==> src/hw/odc_defs.svh <==
// constants of the octal dac two-wire command port
`ifndef ODC_DEFS_SVH
`define ODC_DEFS_SVH
// ==========================================
// target address
`define ODC_ADDR_UPPER    5'h03
// ==========================================
// command codes, upper nibble of the command byte
`define ODC_CMD_WR_IN     4'h1
`define ODC_CMD_UPD       4'h2
`define ODC_CMD_WR_UPD    4'h3
`define ODC_CMD_PD        4'h4
`define ODC_CMD_RB        4'h9
`define ODC_CMD_WR_ALL    4'ha
`define ODC_CMD_WR_UPD_ALL 4'hb
// ==========================================
// reset values
`define ODC_DAC_RST       16'h0000
`define ODC_PTR_RST       3'h0
// ==========================================
// serial framing
`define ODC_BITS_PER_BYTE 4'h8
`define ODC_LAST_TX_BIT   4'h7
`define ODC_FRAME_W       24
`define ODC_FIFO_DEPTH    16
`endif

==> src/hw/odc_pkg.sv <==
// types shared by the octal dac command port
package odc_pkg;
    // ==========================================
    // serial engine states, one-hot
    typedef enum logic [7:0] {
        ODC_IDLE     = 8'h01,
        ODC_ADDR     = 8'h02,
        ODC_ACK_ADDR = 8'h04,
        ODC_RX       = 8'h08,
        ODC_ACK_RX   = 8'h10,
        ODC_TX       = 8'h20,
        ODC_ACK_TX   = 8'h40,
        ODC_IGNORE   = 8'h80
    } odc_st_e;
    // ==========================================
    // one received write frame
    typedef struct packed {
        logic [3:0]  cmd;   // command nibble
        logic [3:0]  chan;  // channel address nibble
        logic [15:0] data;  // data word
    } odc_frame_s;
    // one channel power-down field
    typedef struct packed {
        logic powerdown_mode_hi;
        logic powerdown_mode_lo;
    } odc_pd_s;
    typedef logic [7:0][15:0] odc_bank_t;  // eight 16-bit channel words
endpackage

==> src/hw/odc_fifo.sv <==
// parameterised valid/ready fifo for received frames
`timescale 1ns/1ps
module odc_fifo #(
    parameter int W     = 24,
    parameter int DEPTH = 16
) (
    // clock and reset
    input  wire logic         clk,
    input  wire logic         rst,
    // fill side
    input  wire logic         in_valid,
    output logic              in_ready,
    input  wire logic [W-1:0] in_data,
    // drain side
    output logic              out_valid,
    input  wire logic         out_ready,
    output logic [W-1:0]      out_data
);
    localparam int AW = $clog2(DEPTH);
    localparam logic [AW:0]   FULL = (AW+1)'(DEPTH);
    localparam logic [AW-1:0] LAST = AW'(DEPTH - 1);
    // ==========================================
    // state
    typedef struct packed {
        logic [DEPTH-1:0][W-1:0] mem;  // storage
        logic [AW-1:0]           wp;   // write pointer
        logic [AW-1:0]           rp;   // read pointer
        logic [AW:0]             cnt;  // words held
    } odc_fifo_s;
    odc_fifo_s q;
    odc_fifo_s d;
    logic      do_push;  // word taken in
    logic      do_pop;   // word handed out

    assign in_ready  = (q.cnt != FULL);
    assign out_valid = (q.cnt != '0);
    assign out_data  = q.mem[q.rp];
    assign do_push   = in_valid & in_ready;
    assign do_pop    = out_valid & out_ready;
    // ==========================================
    // next state
    always_comb begin
        d = q;
        if (do_push) begin
            d.mem[q.wp] = in_data;
            d.wp = (q.wp == LAST) ? '0 : q.wp + 1'b1;
        end
        if (do_pop) begin
            d.rp = (q.rp == LAST) ? '0 : q.rp + 1'b1;
        end
        // count moves only when exactly one side acts
        if (do_push & ~do_pop) begin
            d.cnt = q.cnt + 1'b1;
        end else if (do_pop & ~do_push) begin
            d.cnt = q.cnt - 1'b1;
        end
    end
    // ==========================================
    // state register
    always_ff @(posedge clk or posedge rst) begin
        if (rst) begin
            q <= '0;
        end else begin
            q <= d;
        end
    end
endmodule

==> src/hw/odc_top.sv <==
// two-wire target port and double-buffered registers of an octal dac
`timescale 1ns/1ps
`include "odc_defs.svh"
module odc_top (
    // clock and reset
    input  wire logic                clk,
    input  wire logic                rst,
    // two-wire bus
    input  wire logic                scl_i,
    input  wire logic                sda_i,
    output logic                     sda_o,
    output logic                     sda_oe_n,
    // straps and strobes
    input  wire logic                addr_strap_hi,
    input  wire logic                addr_strap_lo,
    input  wire logic                load_strobe_n,
    input  wire logic                apply_hold,
    // channel outputs
    output odc_pkg::odc_bank_t       dac_value,
    output odc_pkg::odc_pd_s [7:0]   pd_mode,
    output logic [7:0]               out_gnd,
    output logic [7:0]               out_hiz
);
    import odc_pkg::*;
    // ==========================================
    // state
    typedef struct packed {
        odc_st_e         st;        // serial engine state
        logic            scl_r;     // sampled scl
        logic            scl_p;     // previous scl
        logic            sda_r;     // sampled sda
        logic            sda_p;     // previous sda
        logic            load_strobe_n_r;    // sampled strobe
        logic            load_strobe_n_p;    // previous strobe
        logic [7:0]      sh;        // shift register
        logic [3:0]      cnt;       // bit counter
        logic [1:0]      bidx;      // byte index in a write
        logic            rw;        // direction bit
        logic            half;      // low byte of pair in flight
        logic            mack;      // master acknowledged
        logic [2:0]      ptr;       // readback pointer
        odc_frame_s      frame;     // frame being assembled
        logic            sda_oe_n;  // pin release
        odc_bank_t       inp;       // input registers
        odc_bank_t       dac;       // dac registers
        odc_pd_s [7:0]   pd;        // power-down fields
        logic [7:0]      gnd;       // grounded outputs
        logic [7:0]      hiz;       // open outputs
    } odc_top_s;
    odc_top_s   q;
    odc_top_s   d;
    logic [6:0] my_addr;     // own target address
    logic       scl_rise;    // scl rising
    logic       scl_fall;    // scl falling
    logic       bus_start;   // start or repeated start
    logic       bus_stop;    // stop
    logic       load_strobe_n_fall;   // strobe falling edge
    logic       push;        // frame into fifo
    logic       push_ready;  // fifo has room
    odc_frame_s push_frame;  // frame being queued
    logic       pop;         // frame out of fifo
    logic       pop_valid;   // fifo holds a frame
    odc_frame_s pop_frame;   // frame at fifo head

    assign my_addr    = {`ODC_ADDR_UPPER, addr_strap_hi, addr_strap_lo};
    assign scl_rise   = q.scl_r & ~q.scl_p;
    assign scl_fall   = ~q.scl_r & q.scl_p;
    assign bus_start  = q.scl_r & q.scl_p & q.sda_p & ~q.sda_r;
    assign bus_stop   = q.scl_r & q.scl_p & ~q.sda_p & q.sda_r;
    assign load_strobe_n_fall  = q.load_strobe_n_p & ~q.load_strobe_n_r;
    assign push_frame = '{cmd: q.frame.cmd, chan: q.frame.chan,
                          data: {q.frame.data[15:8], q.sh}};
    assign pop        = pop_valid & ~apply_hold;
    assign push       = (q.st == ODC_RX) & scl_fall & (q.cnt == `ODC_BITS_PER_BYTE)
                        & (q.bidx == 2'h2) & push_ready;
    // ==========================================
    // frame buffer between serial side and registers
    odc_fifo #(
        .W     (`ODC_FRAME_W),
        .DEPTH (`ODC_FIFO_DEPTH)
    ) odc_fifo_inst (
        .clk       (clk),
        .rst       (rst),
        .in_valid  (push),
        .in_ready  (push_ready),
        .in_data   (push_frame),
        .out_valid (pop_valid),
        .out_ready (~apply_hold),
        .out_data  (pop_frame)
    );
    // ==========================================
    // next state: serial engine, then register updates
    always_comb begin
        d = q;
        // pin sampling
        d.scl_p  = q.scl_r;
        d.scl_r  = scl_i;
        d.sda_p  = q.sda_r;
        d.sda_r  = sda_i;
        d.load_strobe_n_p = q.load_strobe_n_r;
        d.load_strobe_n_r = load_strobe_n;
        if (bus_start) begin
            d.st       = ODC_ADDR;
            d.cnt      = '0;
            d.bidx     = '0;
            d.sda_oe_n = 1'b1;
        end else if (bus_stop) begin
            d.st       = ODC_IDLE;
            d.sda_oe_n = 1'b1;
        end else begin
            unique case (q.st)
                ODC_IDLE, ODC_IGNORE: begin
                    d.sda_oe_n = 1'b1;  // stay off the bus
                end
                ODC_ADDR, ODC_RX: begin
                    if (scl_rise) begin  // sample while scl high
                        d.sh  = {q.sh[6:0], q.sda_r};
                        d.cnt = q.cnt + 4'h1;
                    end else if (scl_fall && q.cnt == `ODC_BITS_PER_BYTE) begin
                        if (q.st == ODC_ADDR) begin
                            // ten-bit and general call codes never match
                            if (q.sh[7:1] == my_addr) begin
                                d.rw       = q.sh[0];
                                d.st       = ODC_ACK_ADDR;
                                d.sda_oe_n = 1'b0;
                            end else begin
                                d.st = ODC_IGNORE;
                            end
                        end else begin
                            if (q.bidx == 2'h0) begin  // command byte
                                d.frame.cmd  = q.sh[7:4];
                                d.frame.chan = q.sh[3:0];
                                if (q.sh[7:4] == `ODC_CMD_RB) begin
                                    // several channels selected: start at zero
                                    d.ptr = q.sh[3] ? `ODC_PTR_RST : q.sh[2:0];
                                end
                            end else if (q.bidx == 2'h1) begin  // high data byte
                                d.frame.data[15:8] = q.sh;
                            end
                            if (q.bidx != 2'h3) begin
                                d.bidx = q.bidx + 2'h1;
                            end
                            // last byte acked only when the fifo takes it
                            if ((q.bidx == 2'h2 && !push_ready) || q.bidx == 2'h3) begin
                                d.st = ODC_IGNORE;
                            end else begin
                                d.st       = ODC_ACK_RX;
                                d.sda_oe_n = 1'b0;
                            end
                        end
                    end
                end
                ODC_ACK_ADDR: begin
                    if (scl_fall) begin
                        d.cnt = '0;
                        if (q.rw) begin  // first readback byte, high half
                            d.sh       = q.inp[q.ptr][15:8];
                            d.half     = 1'b0;
                            d.st       = ODC_TX;
                            d.sda_oe_n = q.inp[q.ptr][15];
                        end else begin
                            d.st       = ODC_RX;
                            d.sda_oe_n = 1'b1;
                        end
                    end
                end
                ODC_ACK_RX: begin
                    if (scl_fall) begin
                        d.st       = ODC_RX;
                        d.cnt      = '0;
                        d.sda_oe_n = 1'b1;
                    end
                end
                ODC_TX: begin
                    if (scl_fall) begin  // change data only after scl falls
                        if (q.cnt == `ODC_LAST_TX_BIT) begin
                            d.st       = ODC_ACK_TX;
                            d.sda_oe_n = 1'b1;
                        end else begin
                            d.sh       = {q.sh[6:0], 1'b0};
                            d.cnt      = q.cnt + 4'h1;
                            d.sda_oe_n = q.sh[6];
                        end
                    end
                end
                ODC_ACK_TX: begin
                    if (scl_rise) begin
                        d.mack = ~q.sda_r;
                    end else if (scl_fall) begin
                        if (!q.mack) begin  // nack ends the read
                            d.st = ODC_IGNORE;
                        end else if (!q.half) begin  // low byte of the pair
                            d.sh       = q.inp[q.ptr][7:0];
                            d.half     = 1'b1;
                            d.st       = ODC_TX;
                            d.cnt      = '0;
                            d.sda_oe_n = q.inp[q.ptr][7];
                        end else begin  // next channel, wraps 7 to 0
                            d.ptr      = q.ptr + 3'h1;
                            d.sh       = q.inp[d.ptr][15:8];
                            d.half     = 1'b0;
                            d.st       = ODC_TX;
                            d.cnt      = '0;
                            d.sda_oe_n = q.inp[d.ptr][15];
                        end
                    end
                end
            endcase
        end
        // falling strobe copies every input register
        if (load_strobe_n_fall) begin
            d.dac = q.inp;
        end
        // queued frame applied to the channel registers
        if (pop) begin
            unique case (pop_frame.cmd)
                `ODC_CMD_WR_IN: begin
                    if (!pop_frame.chan[3]) begin
                        d.inp[pop_frame.chan[2:0]] = pop_frame.data;
                        if (!q.load_strobe_n_r) begin
                            d.dac[pop_frame.chan[2:0]] = pop_frame.data;
                        end
                    end
                end
                `ODC_CMD_UPD: begin
                    for (int i = 0; i < 8; i++) begin  // low data bits pick channels
                        if (pop_frame.data[i]) begin
                            d.dac[i] = q.inp[i];
                        end
                    end
                end
                `ODC_CMD_WR_UPD: begin
                    if (!pop_frame.chan[3]) begin
                        d.inp[pop_frame.chan[2:0]] = pop_frame.data;
                        d.dac[pop_frame.chan[2:0]] = pop_frame.data;
                    end
                end
                `ODC_CMD_PD: begin  // channel nibble ignored, dac kept
                    d.pd = pop_frame.data;
                end
                `ODC_CMD_WR_ALL: begin
                    d.inp = {8{pop_frame.data}};
                end
                `ODC_CMD_WR_UPD_ALL: begin
                    d.inp = {8{pop_frame.data}};
                    d.dac = {8{pop_frame.data}};
                end
                default: begin
                    // reserved and unsupported codes leave every register alone
                end
            endcase
        end
        // output stage decode per channel
        for (int i = 0; i < 8; i++) begin
            d.gnd[i] = d.pd[i].powerdown_mode_lo & ~d.pd[i].powerdown_mode_hi;
            d.hiz[i] = d.pd[i].powerdown_mode_hi;
        end
    end
    // ==========================================
    // state register
    always_ff @(posedge clk or posedge rst) begin
        if (rst) begin
            q          <= '0;
            q.st       <= ODC_IDLE;
            q.scl_r    <= 1'b1;
            q.scl_p    <= 1'b1;
            q.sda_r    <= 1'b1;
            q.sda_p    <= 1'b1;
            q.load_strobe_n_r   <= 1'b1;
            q.load_strobe_n_p   <= 1'b1;
            q.sda_oe_n <= 1'b1;
            q.inp      <= {8{`ODC_DAC_RST}};
            q.dac      <= {8{`ODC_DAC_RST}};
        end else begin
            q <= d;
        end
    end
    // outputs straight from the state register, except sda_o, which is tied low
    assign sda_o     = 1'b0;
    assign sda_oe_n  = q.sda_oe_n;
    assign dac_value = q.dac;
    assign pd_mode   = q.pd;
    assign out_gnd   = q.gnd;
    assign out_hiz   = q.hiz;
endmodule

==> config.mk <==
export PLATFORM = sky130hd
export DESIGN_NAME = odc_top
export DESIGN_NICKNAME = d
export VERILOG_FILES = /design/src/hw/odc_pkg.sv /design/src/hw/odc_fifo.sv /design/src/hw/odc_top.sv
export VERILOG_INCLUDE_DIRS = /design/src /design/src/hw
export SDC_FILE = /design/constraint.sdc
export NUM_CORES = 2
export LEC_CHECK = 0
export BUFFER_PORTS_ARGS = -buffer_cell sky130_fd_sc_hd__buf_2
export CAP_MARGIN = 20
export CELL_PAD_IN_SITES_DETAIL_PLACEMENT = 0
export CELL_PAD_IN_SITES_GLOBAL_PLACEMENT = 1
export CORE_ASPECT_RATIO = 1.5
export CORE_MARGIN = 2
export CORE_UTILIZATION = 51
export DETAILED_ROUTE_END_ITERATION = 10
export PLACE_DENSITY_LB_ADDON = 0.1
export SLEW_MARGIN = 25
export SYNTH_ARGS = -nofsm -noshare
export SYNTH_HDL_FRONTEND = slang
export SYNTH_SLANG_ARGS = --single-unit
==> constraint.sdc <==
create_clock -name clk -period 36.6 [get_ports clk]
set_clock_uncertainty 0.2 [all_clocks]
set_input_delay 7.32 -clock clk [delete_from_list [all_inputs] [get_ports clk]]
set_output_delay 7.32 -clock clk [all_outputs]
set_load 0.01 [all_outputs]
==> key figures <==
Synth
  • Seq cells post-synth: 728
  • Avg Cell Area, Syn: 11.66 µm²
  • Yosys top cell by area: dfrtp_1
  • Seq/Total Area, Yosys: 45.43%
  • Async set-reset flop share out of synthesis: 100.0%
  • Yosys warns: 0
  • Post-Syn Instances: 3442
  • Area contributors post-synth: dfrtp_1 45%, mux2_2 14%, mux4_2 8.4%
  • Area share of the largest cell type after synthesis: 44.91%
  • Yosys cell types: 79
  • Mapped Area: 40120 µm²
  • Post-synth EDFFs: 0
  • Top_reg_cell synth: dfrtp_1
  • Syn nets: 3467

Power and ir drop
  • NetSw: 524.1 µW
  • Peak supply drop: 0.00004606 V
  • Pwr dens: 44.00 nW/µm²
  • Switching Share: 27.73%
  • Combinational share of power: 13.6%
  • Pleak: 21.57 nW
  • Clock power frac: 41.4%
  • Seq pwr share: 45.0%
  • Internal: 1.366 mW

CTS
  • Max Root-Sink Buffers: 3
  • H-tree Lvls: 3
  • Clock sink count: 728
  • Post-CTS setup repair buffer count: 0
  • TritonCTS clock tree: yes
  • # hold bufs at CTS: 0
  • Clock root buffer master: clkbuf_16
  • Clock-pin slew on the worst setup and hold paths: 60 ps
  • Cts repair resizes: 0
  • CTS buffer count: 76
  • Clk Latency, worst-skew pair: 630 ps

Timing
  • Final setup margin: 26720 ps
  • Final setup TNS: 0 ps
  • Crit share post-route: 26.99%
  • Slew Limit Fails: 0
  • Fin crit period: 9879 ps
  • Max Freq: 101.2 MHz
  • RSZ-0062 raised after global routing: false
  • # setup viols final: 0
  • Max-Slew Margin vs Limit: 25.47%
  • Final Hold Viols: 0
  • Actual slew at the worst max-slew pin: 1116 ps

Setup path
  • CP cell instances: buf_2, clkinv_8, buf_4, buf_6, buf_6
  • Flop-to-flop setup slack: 31170 ps
  • CP Class: in -> async
  • Slowest stage delay, CP: 820 ps
  • Critical Path AT: 10290 ps
  • WP data required: 37010 ps
  • Worst-path maximum fanout: 150
  • Worst setup EP type: asynchronous set/reset pin
  • Critical-path top delay cell: buf_4
  • Critical Path Start Type: input port
  • Most used cell, CP: buf_6

Global routing
  • Gr usage total: 30.98%
  • Total gr overflow: 0
  • Initial antenna violation count: 0
  • First-pass GRT wire length: 186500 µm
  • Pin count of the biggest net entering global routing: 165
  • Vias in the first global route: 29.27k

Run
  • Max Cap Viol: 0

Route
  • Post-route antenna net violation count: 0
  • DR iter-0 viols: 2201
  • DRC viols: 0
  • Routed WL per cell: 28.22 µm
  • Drt pass-1 iters: 5
  • DR vias/cell: 6.370
  • DRT Wirelength: 124300 µm
  • Total number of vias: 28.05k

Die
  • Std cell rows: 126
  • Die area: 80970 µm²
  • Initial Util: 51.21%
  • Die X: 233.0 µm
  • Ports: 170
  • Core area: 78350 µm²
  • Die height: 347.5 µm

Finish
  • N_diodes: 0
  • Share of cells above drive strength 1: 33.93%
  • Final core occ: 54.81%
  • Number of fill cells: 6596
  • Area delta synth->final: 7.048%
  • Fin nets: 3346

Placement
  • DP Worst Slack: 25070 ps
  • Input/output buffers: 168
  • Placer Congestion: 0.8604
  • Hpwl dp: 81260 µm

Hold path
  • Worst min-delay path category: reg -> reg

Outcome
  • Status: complete, no violations
through the flow:
stage | hold slack [ps] | power (mW) | cells | instance area, µm²
global route | 209.8 | 1.961 | 4404 | 42950
detailed placement | 184.7 | 1.126 | 4263 | 40370
CTS | 200.3 | 1.911 | 4400 | 42840
finish | 192.0 | 1.890 | 4404 | 42950
floorplan | 153.3 | 1.054 | 3442 | 40120
global placement | 182.1 | 1.121 | 4262 | 40310
synth_stat cells, drive strengths merged (96+ instances only):
| cell type | count |
|---|---|
| mux2i | 174 |
| inv | 111 |
| nand2 | 281 |
| nor2 | 200 |
| mux4 | 149 |
| nand3 | 96 |
| mux2 | 568 |
| clkbuf | 177 |
| buf | 267 |
| dfrtp | 720 |
| o21ai | 186 |
| o211ai | 102 |
state kept, by name (all words and copies together), names as in the netlist:
signal and cells:
push_frame 24, pd_mode 8, d 3, out_hiz 8
sda_oe_n 1, out_gnd 8, odc_fifo_inst.q 397, dac_value 128
q 151
worst max-delay path, delay by kind of cell:
family,cells,cell delay (ps)
buffers and inverters,5,2700
routing by layer:
metal  vias up  track usage [%]  share of wire (%)
met1     14668            35.71                 37
met4         0            21.10                7.4
met3       377            4.071                4.5
li1      11997                -                  -
met2      1012            53.36                 51
met5         -                0                  0
cell families (layout without fill, tap and decap cells):
family | count (synthesis) | count (layout) | share of synthesized area [%]
AND/OR/NAND/NOR | 721 | 721 | 8.102
multiplexers | 891 | 891 | 28.65
flip-flops | 728 | 728 | 45.43
buffers and inverters | 556 | 494 | 7.410
adder cells (fa/ha/maj) | 18 | 18 | 0.5738
other | 1 | 1 | 0.009347
AO/OA/AOI/OAI | 514 | 514 | 9.543
XOR/XNOR | 13 | 13 | 0.2838
cell type report:
class	count	area [µm²]	share of cell area [%]
clock inverter	26	321.6	0.7487
clock buffer	111	2143	4.990
multi-input combinational	2158	19000	44.24
inverter	112	432.9	1.008
timing repair buffer	245	1530	3.563
tap	1024	1281	2.983
sequential	728	18240	42.47
layout by cell type, fill, tap and decap left out, types with 9 or more instances in the layout:
cell type,instances
a22oi_1,17
a221o_1,11
clkbuf_8,11
dfrtp_1,717
mux2_2,512
buf_4,65
inv_1,106
o211ai_2,31
nor3_1,50
mux2i_1,174
nor2_1,196
a211oi_1,83
a22oi_2,33
clkbuf_16,76
clkbuf_1,24
ha_1,16
and3_1,9
mux4_2,149
o21ai_0,164
nand4_1,10
nand2_1,276
nor2b_1,13
a21oi_1,40
nand3_1,93
mux2_1,56
clkinv_2,15
buf_2,168
and2_1,13
o211ai_1,71
o21ai_1,14
final timing paths:
path | from | depth (start not counted) | endpoint
max | rst | 5 | odc_fifo_inst.q[6]
min | d[333] | 0 | q[333]
max reg2reg | odc_fifo_inst.q[6] | 10 | q[206]
min reg2reg | d[333] | 0 | q[333]
max in group clk | apply_hold | 9 | dac_value[106]
min in group asynchronous | rst | 2 | out_hiz[5]
power groups by stage:
stage | Combinational, mW | Clock, mW | Sequential [mW]
finish | 0.257 | 0.783 | 0.850
global route | 0.278 | 0.831 | 0.852
detailed placement | 0.260 | 0 | 0.865
CTS | 0.261 | 0.800 | 0.850
global placement | 0.256 | 0 | 0.864
floorplan | 0.211 | 0 | 0.843
Note: power is estimated with default switching activity, not from simulation.
